$ cat config.mk
export PLATFORM = sky130hd
export DESIGN_NAME = vdac_input_latch
export DESIGN_NICKNAME = d
export VERILOG_FILES = /design/src/hw/vdac_pkg.sv /design/src/hw/vdac_input_latch.sv /design/src/hw/vdac_therm_decoder.sv
export SDC_FILE = /design/constraint.sdc
export NUM_CORES = 1
export LEC_CHECK = 0
export BUFFER_PORTS_ARGS = -buffer_cell sky130_fd_sc_hd__buf_2
export CAP_MARGIN = 20
export CELL_PAD_IN_SITES_DETAIL_PLACEMENT = 0
export CELL_PAD_IN_SITES_GLOBAL_PLACEMENT = 1
export CORE_UTILIZATION = 43
export DETAILED_ROUTE_END_ITERATION = 6
export HOLD_SLACK_MARGIN = 0.05
export PLACE_DENSITY_LB_ADDON = 0.1
export SYNTH_ARGS = -nofsm -noshare
export SYNTH_HDL_FRONTEND = slang
export SYNTH_SLANG_ARGS = --single-unit
$ cat constraint.sdc
create_clock -name i_sys_clk -period 2.6 [get_ports i_sys_clk]
set_input_delay 0.52 -clock i_sys_clk [delete_from_list [all_inputs] [get_ports i_sys_clk]]
set_output_delay 0.52 -clock i_sys_clk [all_outputs]
set_load 0.02 [all_outputs]
$ cat src/hw/vdac_pkg.sv
package vdac_pkg;

  localparam int unsigned PIX_W      = 10;
  localparam int unsigned MSB_W      = 6;
  localparam int unsigned LSB_W      = 4;
  localparam int unsigned SEG_N      = 63;
  localparam int unsigned STAGE_N    = 67;
  localparam int unsigned LATENCY_CYC = 1;

  localparam logic [SEG_N-1:0] SEG_ALL_SET  = {SEG_N{1'b1}};
  localparam logic [LSB_W-1:0] LSB_ALL_SET  = {LSB_W{1'b1}};
  localparam logic [SEG_N-1:0] SEG_RST      = {SEG_N{1'b0}};
  localparam logic [LSB_W-1:0] LSB_RST      = {LSB_W{1'b0}};

  typedef struct packed {
    logic             polarity_swap;
    logic             pedestal_force;
    logic             tip_force;
    logic [PIX_W-1:0] pixel;
  } video_in_t;

  typedef struct packed {
    logic             tip_switch;
    logic             pedestal_switch;
    logic [SEG_N-1:0] segment;
    logic [LSB_W-1:0] fine;
  } switch_word_t;

endpackage

$ cat src/hw/vdac_input_latch.sv
// Notes on behaviour
// - all data and control inputs are captured together on the falling clock edge.
// - the six upper pixel bits are decoded into 63 thermometer segment lines before the register.
// - the four lower pixel bits are registered undecoded alongside the segments, 67 stages in all.
// - pedestal force, tip force and polarity swap are active high.
// - with no control asserted the switches follow the latched pixel code only.
// - pedestal force sets every data segment and turns on the pedestal switch, ignoring the code.
// - tip force overrides code and pedestal force and turns on the tip switch.
// - polarity swap touches only the gray-scale path, never the pedestal or tip levels.
// - polarity swap high reverses the code-to-level mapping.
// - normally all ones gives the top level and all zeros the bottom; swap exchanges them.
`timescale 1ns/100ps
`default_nettype none
module vdac_input_latch
  import vdac_pkg::*;
(
  input  wire logic             i_sys_clk,
  input  wire logic             i_reset,
  input  wire logic [PIX_W-1:0] i_pixel,
  input  wire logic             i_polarity_swap,
  input  wire logic             i_pedestal_force,
  input  wire logic             i_tip_force,
  output logic [SEG_N-1:0]      o_segment,
  output logic [LSB_W-1:0]      o_fine,
  output logic                  o_pedestal_switch,
  output logic                  o_tip_switch
);

  ////////////////////////////////////////////////////////////////////////////////
  // input synchronisers (pins come from outside the clock domain)

  video_in_t in_meta_reg;
  video_in_t in_sync_reg;
  video_in_t in_now;

  assign in_now = '{polarity_swap:  i_polarity_swap,
                    pedestal_force: i_pedestal_force,
                    tip_force:      i_tip_force,
                    pixel:          i_pixel};

  always_ff @(negedge i_sys_clk) begin
    in_meta_reg <= in_now;
    in_sync_reg <= in_meta_reg;
  end

  ////////////////////////////////////////////////////////////////////////////////
  // gray-scale path

  logic [PIX_W-1:0] gray_code;
  logic [SEG_N-1:0] seg_decoded;

  assign gray_code = in_sync_reg.polarity_swap ? ~in_sync_reg.pixel : in_sync_reg.pixel;

  vdac_therm_decoder u_decoder (
    .i_code    (gray_code[PIX_W-1:LSB_W]),
    .o_segment (seg_decoded)
  );

  ////////////////////////////////////////////////////////////////////////////////
  // switch selection and 67-stage register bank

  switch_word_t word_reg;
  switch_word_t word_next;

  always_comb begin
    word_next.segment         = seg_decoded;
    word_next.fine            = gray_code[LSB_W-1:0];
    word_next.pedestal_switch = 1'b0;
    word_next.tip_switch      = 1'b0;
    if (in_sync_reg.tip_force) begin
      word_next.segment         = SEG_ALL_SET;
      word_next.fine            = LSB_ALL_SET;
      word_next.pedestal_switch = 1'b0;
      word_next.tip_switch      = 1'b1;
    end else if (in_sync_reg.pedestal_force) begin
      word_next.segment         = SEG_ALL_SET;
      word_next.fine            = LSB_ALL_SET;
      word_next.pedestal_switch = 1'b1;
      word_next.tip_switch      = 1'b0;
    end
  end

  always_ff @(negedge i_sys_clk) begin
    if (i_reset) begin
      word_reg <= '{tip_switch: 1'b0, pedestal_switch: 1'b0,
                    segment: SEG_RST, fine: LSB_RST};
    end else begin
      word_reg <= word_next;
    end
  end

  assign o_segment         = word_reg.segment;
  assign o_fine            = word_reg.fine;
  assign o_pedestal_switch = word_reg.pedestal_switch;
  assign o_tip_switch      = word_reg.tip_switch;

  ////////////////////////////////////////////////////////////////////////////////
  // checks

  function automatic logic [SEG_N-1:0] seg_of(input logic [MSB_W-1:0] c);
    logic [SEG_N-1:0] s;
    s = '0;
    for (int k = 0; k < SEG_N; k++) begin
      s[k] = (c > MSB_W'(k));
    end
    return s;
  endfunction
endmodule
`default_nettype wire

$ cat src/hw/vdac_therm_decoder.sv
`timescale 1ns/100ps
`default_nettype none
module vdac_therm_decoder
  import vdac_pkg::*;
(
  input  wire logic [MSB_W-1:0] i_code,
  output logic      [SEG_N-1:0] o_segment
);

  genvar g;
  generate
    for (g = 0; g < SEG_N; g++) begin : g_seg
      // segment g lights once the code exceeds g
      assign o_segment[g] = (i_code > MSB_W'(g));
    end
  endgenerate

endmodule
`default_nettype wire

# [Yosys cells after proc, flatten, opt, wreduce, memory -nomap -nowiden]
# Index checks and enable logic that the tools add are counted.
[word_totals] regBits=95 inputBits=15 output_inout_bits=69 elab_cells=80
[classes] mux=3 bitwise_logic=1 magnitude_cmp=63 reduce_logical=1
[op_table] op="6-bit > comparator, second input constant" count=31
[op_table] op="6-bit by 5-bit > comparator with 1-bit output, second input constant" count=16
[op_table] op="69-bit two-way mux" count=1
[op_table] op="68-bit two-way mux" count=1
[op_table] op="6-bit by 4-bit > comparator with 1-bit output, second input constant" count=8
[op_table] op="6-bit by 3-bit > comparator with 1-bit output, second input constant" count=4
[op_table] op="6-bit by 1-bit > comparator with 1-bit output, second input constant" count=2
[op_table] op="6-bit by 2-bit > comparator with 1-bit output, second input constant" count=2
[op_table] op="10-bit two-way mux" count=1
[op_table] op="10-bit NOT" count=1
[op_table] op="2-bit OR reduction" count=1

# [Logic depth before layout (Yosys ltp)]
# Gate-level depths: netlist of the first run.
[depth] ltp_word=5 mapped_depth=7 mapped_depth_nobuf=4

# [Cells and area by module]
# Synthesis of the first run repeated with hierarchy kept, for this count alone.
[unflattened] hier_cells=371 hier_area_um2=3414.5
[modules_own_cells] module="vdac_input_latch" instances=1 seq_area_each_um2=1901.8 area_each_um2=2778.9 cells_per_inst=262
[modules_own_cells] module="vdac_therm_decoder" instances=1 seq_area_each_um2=0.0 area_each_um2=635.6 cells_per_inst=109

==> flow_summary.json, run 1 <==
{
  "ys_types": 58,
  "crit_family": "flip-flops",
  "worstPathArrival_ns": 2.16,
  "cts_hold_buf": 0,
  "syn_nets": 407,
  "whs_ns": 0.319,
  "antenna_found_initial": 0,
  "timing.final.hold_violations": 0,
  "cap_violations": 0,
  "vias_per_cell": 5.24,
  "nets": 582,
  "dieHeight_um": 94.6,
  "worstPathBufferInverterCount": 1,
  "vias": 3547,
  "crit_path_max_incr_delay_ns": 0.32,
  "multi_input_area_um2": 1570,
  "avgSynthCellArea_um2": 9.40,
  "grt_pass1_vias": 3506,
  "dr.pass1.iters": 5,
  "ant_nets": 0,
  "nFillCells": 739,
  "ir_drop_uv": 420,
  "async_flop_share_pct": 0,
  "routed_wirelength_um": 10300,
  "worst_pin_slew_ns": 0.744,
  "synth-edff-count": 0,
  "drt_iter0_markers": 262,
  "synth_flop_cell": "dfxtp_1",
  "failed_checks": "negative setup slack",
  "cts.clk_slew.worst_paths_ns": 0.06,
  "synthToLayoutAreaGrowth_pct": 43.6,
  "yosys_warnings": 0,
  "fin_util_pct": 64.1,
  "die_w_um": 94.6,
  "gp_congestion": 0.874,
  "dpl.hpwl_um": 6660,
  "cts_max_path_buffers": 2,
  "path_max_fanout": 1,
  "cts_made_buffers": 9,
  "grt_max_degree": 40,
  "start_kind": "flop",
  "setup_violations": 69,
  "ios": 84,
  "post-route-drc-count": 0,
  "drive_gt1_share_pct": 36.5,
  "diodes": 0,
  "synthCells": 392,
  "cts_sinks": 95,
  "crit_path_top_delay_cell": "dfxtp_2",
  "cts_tree": "yes",
  "p_per_area_nw_per_um2": 683,
  "worst_ep_required_time_ns": 2.08,
  "portBuffers": 83,
  "hold_path_class": "reg -> reg",
  "overflow": 0,
  "core-area_um2": 8260,
  "wire_per_inst_um": 15.3,
  "leakage_nw": 2.51,
  "slew_headroom_pct": 50.4,
  "cp_cell_sequence": "buf_6",
  "clk_latency_ns": 0.42,
  "root_buffer": "clkbuf_8",
  "initial_core_util_pct": 44.6,
  "syn_area_um2": 3680,
  "ff_latch_area_um2": 1990,
  "grt_use_total_pct": 24.2,
  "yosysSeqAreaShare_pct": 51.6,
  "status": "finished with violations",
  "endpoint_kind": "output pin",
  "finClkSkew_ns": 0.0279,
  "grt_pass1_wl_um": 16500,
  "ys_seq_elements": 95,
  "fin_ws_ns": -0.0833,
  "fp-row-count": 33,
  "htreeDepth": 3,
  "worstSetupPathType": "reg -> out",
  "rsz0062_at_grt": "yes",
  "largest_reg_flops": 63,
  "timing.final.max_slew_violations": 0,
  "die_area_um2": 8940
}
final cells by class:
type / instances / area share, %
flip-flops and latches: 95 / 37.6
well taps: 105 / 2.48
repair buffers: 108 / 20.0
clock inverters: 102 / 7.61
inverters: 3 / 0.213
multi-input cells: 255 / 29.7
clock buffers: 9 / 2.34
cell usage after synthesis (4+ instances only):
cell type,count,area [um^2]
o22ai_1,5,31.3
dfxtp_1,95,1900
or3_1,7,43.8
clkbuf_1,13,48.8
o21ai_0,11,55.1
a31oi_1,9,56.3
nand2b_1,9,56.3
nand2_1,25,93.8
a22oi_1,4,30.0
and3_1,5,31.3
nor2_1,26,97.6
inv_1,4,15.0
a21boi_0,5,37.5
buf_2,20,100
mux2i_1,7,70.1
a21oi_1,42,210
nand3_1,11,55.1
nor3_1,8,40.0
a211oi_1,5,37.5
nor2b_1,9,56.3
nand3b_1,8,60.1
xnor2_1,7,61.3
report_power, final:
group	leakage [nW]	internal [W]	total, W	switching, W
clock network	0.593	0.000538	0.00141	0.000868
registers	0.806	0.00158	0.00165	0.0000696
logic	1.11	0.000260	0.000558	0.000298
total	2.51	0.00238	0.00361	0.00124
layout by cell type, fill, tap and decap left out, drive strengths merged, types with 10 or more instances in the layout:
cell	count
inv	101
dfxtp	95
nand3	11
nor3	10
nand2	25
nor2	26
buf	108
o21ai	12
a31oi	10
a21oi	44
kinds of logic after synthesis:
group                     after synthesis  share of synthesized area, %
AOI/OAI and AO/OA                     113                          20.3
xor gates and xnor gates                7                          1.66
buffers and inverters                  42                          5.67
DFF                                    95                          51.6
muxes                                   7                          1.90
and+or+nand+nor                       128                          18.9
per-stage QoR:
stage	TNS (ns)	area, um^2	instances	total power [W]	worst slack (ns)
final	-2.97	5290	677	0.00361	-0.0833
after global routing	-5.61	5290	677	0.00393	-0.114
after CTS	-3.91	5290	677	0.00368	-0.0963
after detailed placement	-0.0147	4250	567	0.00233	-0.00704
after global placement	0	4250	567	0.00232	0.0159
after floorplan	0	3680	392	0.00216	0.0293
final timing paths:
| path | start | to | slack [ns] | cells past startpoint |
|---|---|---|---|---|
| setup reg to reg | in_sync_reg[12]$_DFF_N_ | o_segment[1]$_SDFF_NP0_ | 0.47 | 5 |
| hold / removal | in_meta_reg[7]$_DFF_N_ | in_sync_reg[7]$_DFF_N_ | 0.32 | 0 |
| setup / recovery | o_fine[0]$_SDFF_NP0_ | o_fine[0] | -0.08 | 1 |
| hold reg to reg | in_meta_reg[7]$_DFF_N_ | in_sync_reg[7]$_DFF_N_ | 0.32 | 0 |
routing by layer:
layer | global-route usage (%) | vias up | routed length (um)
met5 | 0 | - | 0
met2 | 37.7 | 164 | 4950
li1 | - | 1745 | -
met4 | 11.9 | 0 | 223
met3 | 9.50 | 16 | 636
met1 | 28.9 | 1622 | 4540
timing repair:
action,in CTS,in global routing
endpoints found under the hold margin,0,0
gates resized for setup,205,2
setup endpoints to repair,69,69
buffers inserted,0,0
Power figures use the tool's default switching activity.
==> run 2, diff against run 1 <==
Settings changed: SETUP_SLACK_MARGIN set to 0.3.
==> run 2 against run 1 <==
  * The flow still finishes with violations (negative setup slack)
  * Via count grew 1.5%
  * Die area is the same
  * Clock skew is 0.0083 ns lower
  * Cell area grew 0.50%
  * Wire length down 0.37%
  * Register-to-register slack better by 0.03 ns
  * Clock power barely moved
  * Sequential cell count unchanged
  * Worst hold slack got worse by 0.00051 ns
  * Setup slack improved by 0.020 ns
  * Combinational power grew 1%
  * Largest cell class unchanged
==> flow_summary.json, run 2 (same netlist as run 1, synthesis figures left out) <==
{
  "status": "finished with violations",
  "failed_checks": "negative setup slack",
  "ant_nets": 0,
  "cp_cell_sequence": "buf_6",
  "worstPathBufferInverterCount": 1,
  "fin_ws_ns": -0.0635,
  "post-route-drc-count": 0,
  "rsz0062_at_grt": "yes",
  "rr_startpoint": "in_sync_reg[8]$_DFF_N_",
  "fp-row-count": 33,
  "dpl_cell_area_um2": 4280,
  "die_area_um2": 8940,
  "p_per_area_nw_per_um2": 679,
  "path_max_fanout": 1,
  "endpoint_kind": "output pin",
  "antenna_found_initial": 0,
  "nets": 585,
  "final_cell_mix": "99 x inv_1, 70 x dfxtp_2, 69 x buf_6, 42 x a21oi_1, 28 x buf_4",
  "hold_path_end": "in_sync_reg[0]$_DFF_N_",
  "root_buffer": "clkbuf_8",
  "crit_path_top_delay_cell": "dfxtp_2",
  "timing.final.max_slew_violations": 0,
  "drt_iter0_markers": 221,
  "cts_made_buffers": 9,
  "diodes": 0,
  "clk_latency_ns": 0.41,
  "die_w_um": 94.6,
  "hold_depth": 0,
  "finClkSkew_ns": 0.0196,
  "cts_max_path_buffers": 2,
  "grt_use_total_pct": 24.5,
  "grt_max_degree": 30,
  "cts.clk_slew.worst_paths_ns": 0.04,
  "final_design_area_no_fill_um2": 5320,
  "worst_ep_required_time_ns": 2.08,
  "dieHeight_um": 94.6,
  "synthToLayoutAreaGrowth_pct": 44.4,
  "worstSetupPathType": "reg -> out",
  "drive_gt1_share_pct": 37.4,
  "vias": 3599,
  "cts_setup_buffers": 0,
  "vias_per_cell": 5.29,
  "setup_violations": 69,
  "hold_path_class": "reg -> reg",
  "overflow": 0,
  "grt_pass1_wl_um": 16500,
  "portBuffers": 83,
  "cts_tree": "yes",
  "ir_drop_uv": 398,
  "cts_sinks": 95,
  "crit_path_max_incr_delay_ns": 0.31,
  "hp-start": "in_meta_reg[0]$_DFF_N_",
  "cap_violations": 0,
  "rrSetupSlack_ns": 0.50,
  "setup_tns_ns": -3.11,
  "leakage_nw": 2.53,
  "routed_wirelength_um": 10300,
  "wire_per_inst_um": 15.2,
  "cts.repair.resized": 205,
  "dr.pass1.iters": 4,
  "worstPathArrival_ns": 2.14,
  "htreeDepth": 3,
  "final_common_cell": "inv_1",
  "crit_family": "flip-flops",
  "grt_pass1_vias": 3580,
  "reg2regPathDepth": 4,
  "core-area_um2": 8260,
  "largest_reg_flops": 63,
  "ios": 84,
  "initial_core_util_pct": 44.6,
  "worst_pin_slew_ns": 0.953,
  "timing.final.hold_violations": 0,
  "gp_congestion": 0.874,
  "start_kind": "flop",
  "r2r-end": "o_segment[1]$_SDFF_NP0_",
  "dpl.hpwl_um": 6740,
  "cts_hold_buf": 0,
  "slew_headroom_pct": 36.4
}
run 2: how the worst max path moves through the flow:
stage	start	end	slack, ns	cells after the start
floorplan	i_reset	o_segment[50]$_SDFF_NP0_	0.25	3
global placement	i_reset	o_segment[46]$_SDFF_NP0_	0.02	5
detailed placement	i_reset	o_segment[46]$_SDFF_NP0_	-0.04	5
CTS	o_segment[38]$_SDFF_NP0_	o_segment[38]	-0.08	1
global route	o_segment[35]$_SDFF_NP0_	o_segment[35]	-0.12	1
finish	o_segment[39]$_SDFF_NP0_	o_segment[39]	-0.06	1
run 2: power breakdown:
part | switching [W] | internal, W | total (W)
logic | 0.000305 | 0.000261 | 0.000566
registers | 0.0000666 | 0.00158 | 0.00165
clock network | 0.000860 | 0.000537 | 0.00140
run 2: routing by layer:
| layer | vias to the layer above | wire length [um] | GRT usage (%) |
|---|---|---|---|
| met4 | 0 | 157 | 10.7 |
| met5 | - | 0 | 0 |
| li1 | 1747 | - | - |
| met1 | 1696 | 4440 | 28.2 |
| met2 | 143 | 5090 | 39.8 |
| met3 | 13 | 622 | 9.98 |
run 2: cell type report:
| class | count | area [um^2] |
|---|---|---|
| fillers | 760 | 2940 |
| flip-flops and latches | 95 | 1990 |
| multi-input cells | 255 | 1600 |
| repair buffers | 111 | 1060 |
| clock inverters | 102 | 403 |
| well taps | 105 | 131 |
| clock buffers | 9 | 124 |
| inverters | 3 | 11.3 |
run 2: stage by stage:
step / cells / setup WS, ns / total power (W) / hold WS (ns) / utilization (%)
2_1_floorplan: 392 / 0.254 / 0.00218 / 0.310 / -
3_3_place_gp: 570 / 0.0197 / 0.00233 / 0.311 / 51.8
3_5_place_dp: 570 / -0.0396 / 0.00233 / 0.312 / 51.8
4_1_cts: 680 / -0.0843 / 0.00368 / 0.319 / 64.4
5_1_grt: 680 / -0.120 / 0.00390 / 0.318 / 64.4
6_report: 680 / -0.0635 / 0.00361 / 0.318 / 64.4
==> run 3, diff against run 2 <==
Clock period 2.6 ns to 3.2 ns, I/O delays scaled along.
==> run 3 against run 2 <==
  * The run now ends clean
  * Clock power shrank 9%
  * Global-route usage shrank 0.69 points
  * Sequential cell count is the same
  * Power shrank 16%
  * Critical path type unchanged
==> flow_summary.json, run 3 (same netlist as run 1, synthesis figures left out) <==
{
  "timing.final.max_slew_violations": 0,
  "cts_hold_buf": 0,
  "grt_use_met3_pct": 9.10,
  "cts_tree": "yes",
  "die_area_um2": 8940,
  "nets": 567,
  "ios": 84,
  "grt_use_met2_pct": 37.5,
  "power.switching_w": 0.00103,
  "drive_gt1_share_pct": 35.0,
  "cap_violations": 0,
  "drt_iter0_markers": 262,
  "root_buffer": "clkbuf_8",
  "ir_drop_uv": 291,
  "switching_share_pct": 34.0,
  "vias_per_cell": 5.25,
  "die_w_um": 94.6,
  "start_kind": "flop",
  "hold_path_class": "reg -> reg",
  "endpoint_kind": "output pin",
  "fin_ws_ns": 0.102,
  "cts_max_path_buffers": 2,
  "dpl_worst_slack_ns": 0.113,
  "htreeDepth": 3,
  "antenna_found_initial": 0,
  "gp_congestion": 0.851,
  "wire_per_inst_um": 15.4,
  "largest_reg_flops": 63,
  "vias": 3478,
  "initial_core_util_pct": 44.6,
  "timing.final.hold_violations": 0,
  "final_cells": 662,
  "dpl.hpwl_um": 6410,
  "final_cell_mix": "98 x inv_1, 70 x dfxtp_2, 69 x buf_6, 42 x a21oi_1, 26 x nor2_1",
  "post-route-drc-count": 0,
  "p_int_w": 0.00201,
  "cp_cell_sequence": "buf_6",
  "leakage_nw": 2.46,
  "grt_max_degree": 36,
  "fp-row-count": 33,
  "p_per_area_nw_per_um2": 584,
  "slew_headroom_pct": 48.6,
  "cts_made_buffers": 9,
  "grt_pass1_wl_um": 16200,
  "setup_violations": 0,
  "routed_wirelength_um": 10200,
  "ant_nets": 0,
  "cts.clk_slew.worst_paths_ns": 0.05,
  "grt_pass1_vias": 3426,
  "rsz0062_at_grt": "yes",
  "setup_tns_ns": 0,
  "dp_cells": 552,
  "crit_path_max_incr_delay_ns": 0.32,
  "met1_usage_pct": 28.8,
  "worstPathBufferInverterCount": 1,
  "p_clk_share_pct": 41.6,
  "overflow": 0,
  "clk_latency_ns": 0.42,
  "crit_path_top_delay_cell": "dfxtp_2",
  "worstPathArrival_ns": 2.46,
  "core-area_um2": 8260,
  "grt_use_total_pct": 23.8,
  "nFillCells": 736,
  "dieHeight_um": 94.6,
  "diodes": 0,
  "worstSetupPathType": "reg -> out",
  "synthToLayoutAreaGrowth_pct": 41.5,
  "status": "finished clean",
  "dr.pass1.iters": 7,
  "grt_busiest_layer": "met2",
  "worst_pin_slew_ns": 0.769,
  "path_max_fanout": 1,
  "portBuffers": 83,
  "cts_sinks": 95,
  "power_frac_comb_pct": 14.4,
  "pwr-share-seq_pct": 44.0,
  "final_common_cell": "inv_1",
  "worst_ep_required_time_ns": 2.56,
  "crit_family": "flip-flops",
  "finClkSkew_ns": 0.0191,
  "finalPower_w": 0.00304
}
## run 3: cell types whose count changed in the layout (fill, tap and decap cells not counted), sizes merged
cell,change
clkinvlp,-1
buf,-18
clkinv,-2
bufinv,+1
inv,+2
## run 3: metal layers
layer  wire length [um]  part of all wire, %
met5                  0                    0
met4                131                  1.3
met3                512                  5.0
met2               4890                   48
met1               4690                   46
## run 3: per-stage QoR
stage | hold WS [ns] | util (%) | cell area (um^2)
floorplan | 0.310 | - | 3690
global placement | 0.310 | 50.1 | 4140
detailed placement | 0.312 | 50.1 | 4140
CTS | 0.323 | 63.1 | 5210
global route | 0.321 | 63.1 | 5210
finish | 0.317 | 63.1 | 5210
## run 3: cell type report
| cell class | count | area (um^2) | share of cell area, % |
|---|---|---|---|
| Timing Repair Buffer | 93 | 947 | 18.2 |
| Multi-Input combinational cell | 255 | 1570 | 30.2 |
| Tap cell | 105 | 131 | 2.52 |
| Inverter | 3 | 11.3 | 0.216 |
| Clock buffer | 9 | 124 | 2.38 |
| Sequential cell | 95 | 1990 | 38.2 |
| Clock inverter | 102 | 435 | 8.36 |
## run 3: path summary, 6_finish.rpt
path                         endpoint                     start  slack (ns)  cells after the start
max reg2reg  o_segment[14]$_SDFF_NP0_   in_sync_reg[12]$_DFF_N_        0.96                      5
min            in_sync_reg[9]$_DFF_N_    in_meta_reg[9]$_DFF_N_        0.32                      0
min reg2reg    in_sync_reg[9]$_DFF_N_    in_meta_reg[9]$_DFF_N_        0.32                      0
max                     o_segment[52]  o_segment[52]$_SDFF_NP0_        0.10                      1
## run 3: repair_timing
action                     CTS  global route
resized for setup          206             1
hold endpoints to repair     0             0
setup endpoints to repair   69            69
setup buffers                0             0
## run 3: power groups by stage
| stage | Clock [W] | Combinational, W | Sequential, W |
|---|---|---|---|
| after global routing | 0.00149 | 0.000471 | 0.00134 |
| final | 0.00127 | 0.000438 | 0.00134 |
| after global placement | 0.000182 | 0.000363 | 0.00133 |
| after detailed placement | 0.000182 | 0.000364 | 0.00133 |
| after CTS | 0.00132 | 0.000435 | 0.00134 |
| after floorplan | 0.000182 | 0.000187 | 0.00139 |
## run 3: worst reg2reg max path, cell delays in order, from the launching register on
cell	delay [ns]
dfxtp_2	0.74
buf_4	0.43
or3b_1	0.43
a21o_1	0.18
a21oi_1	0.20
a21boi_1	0.19
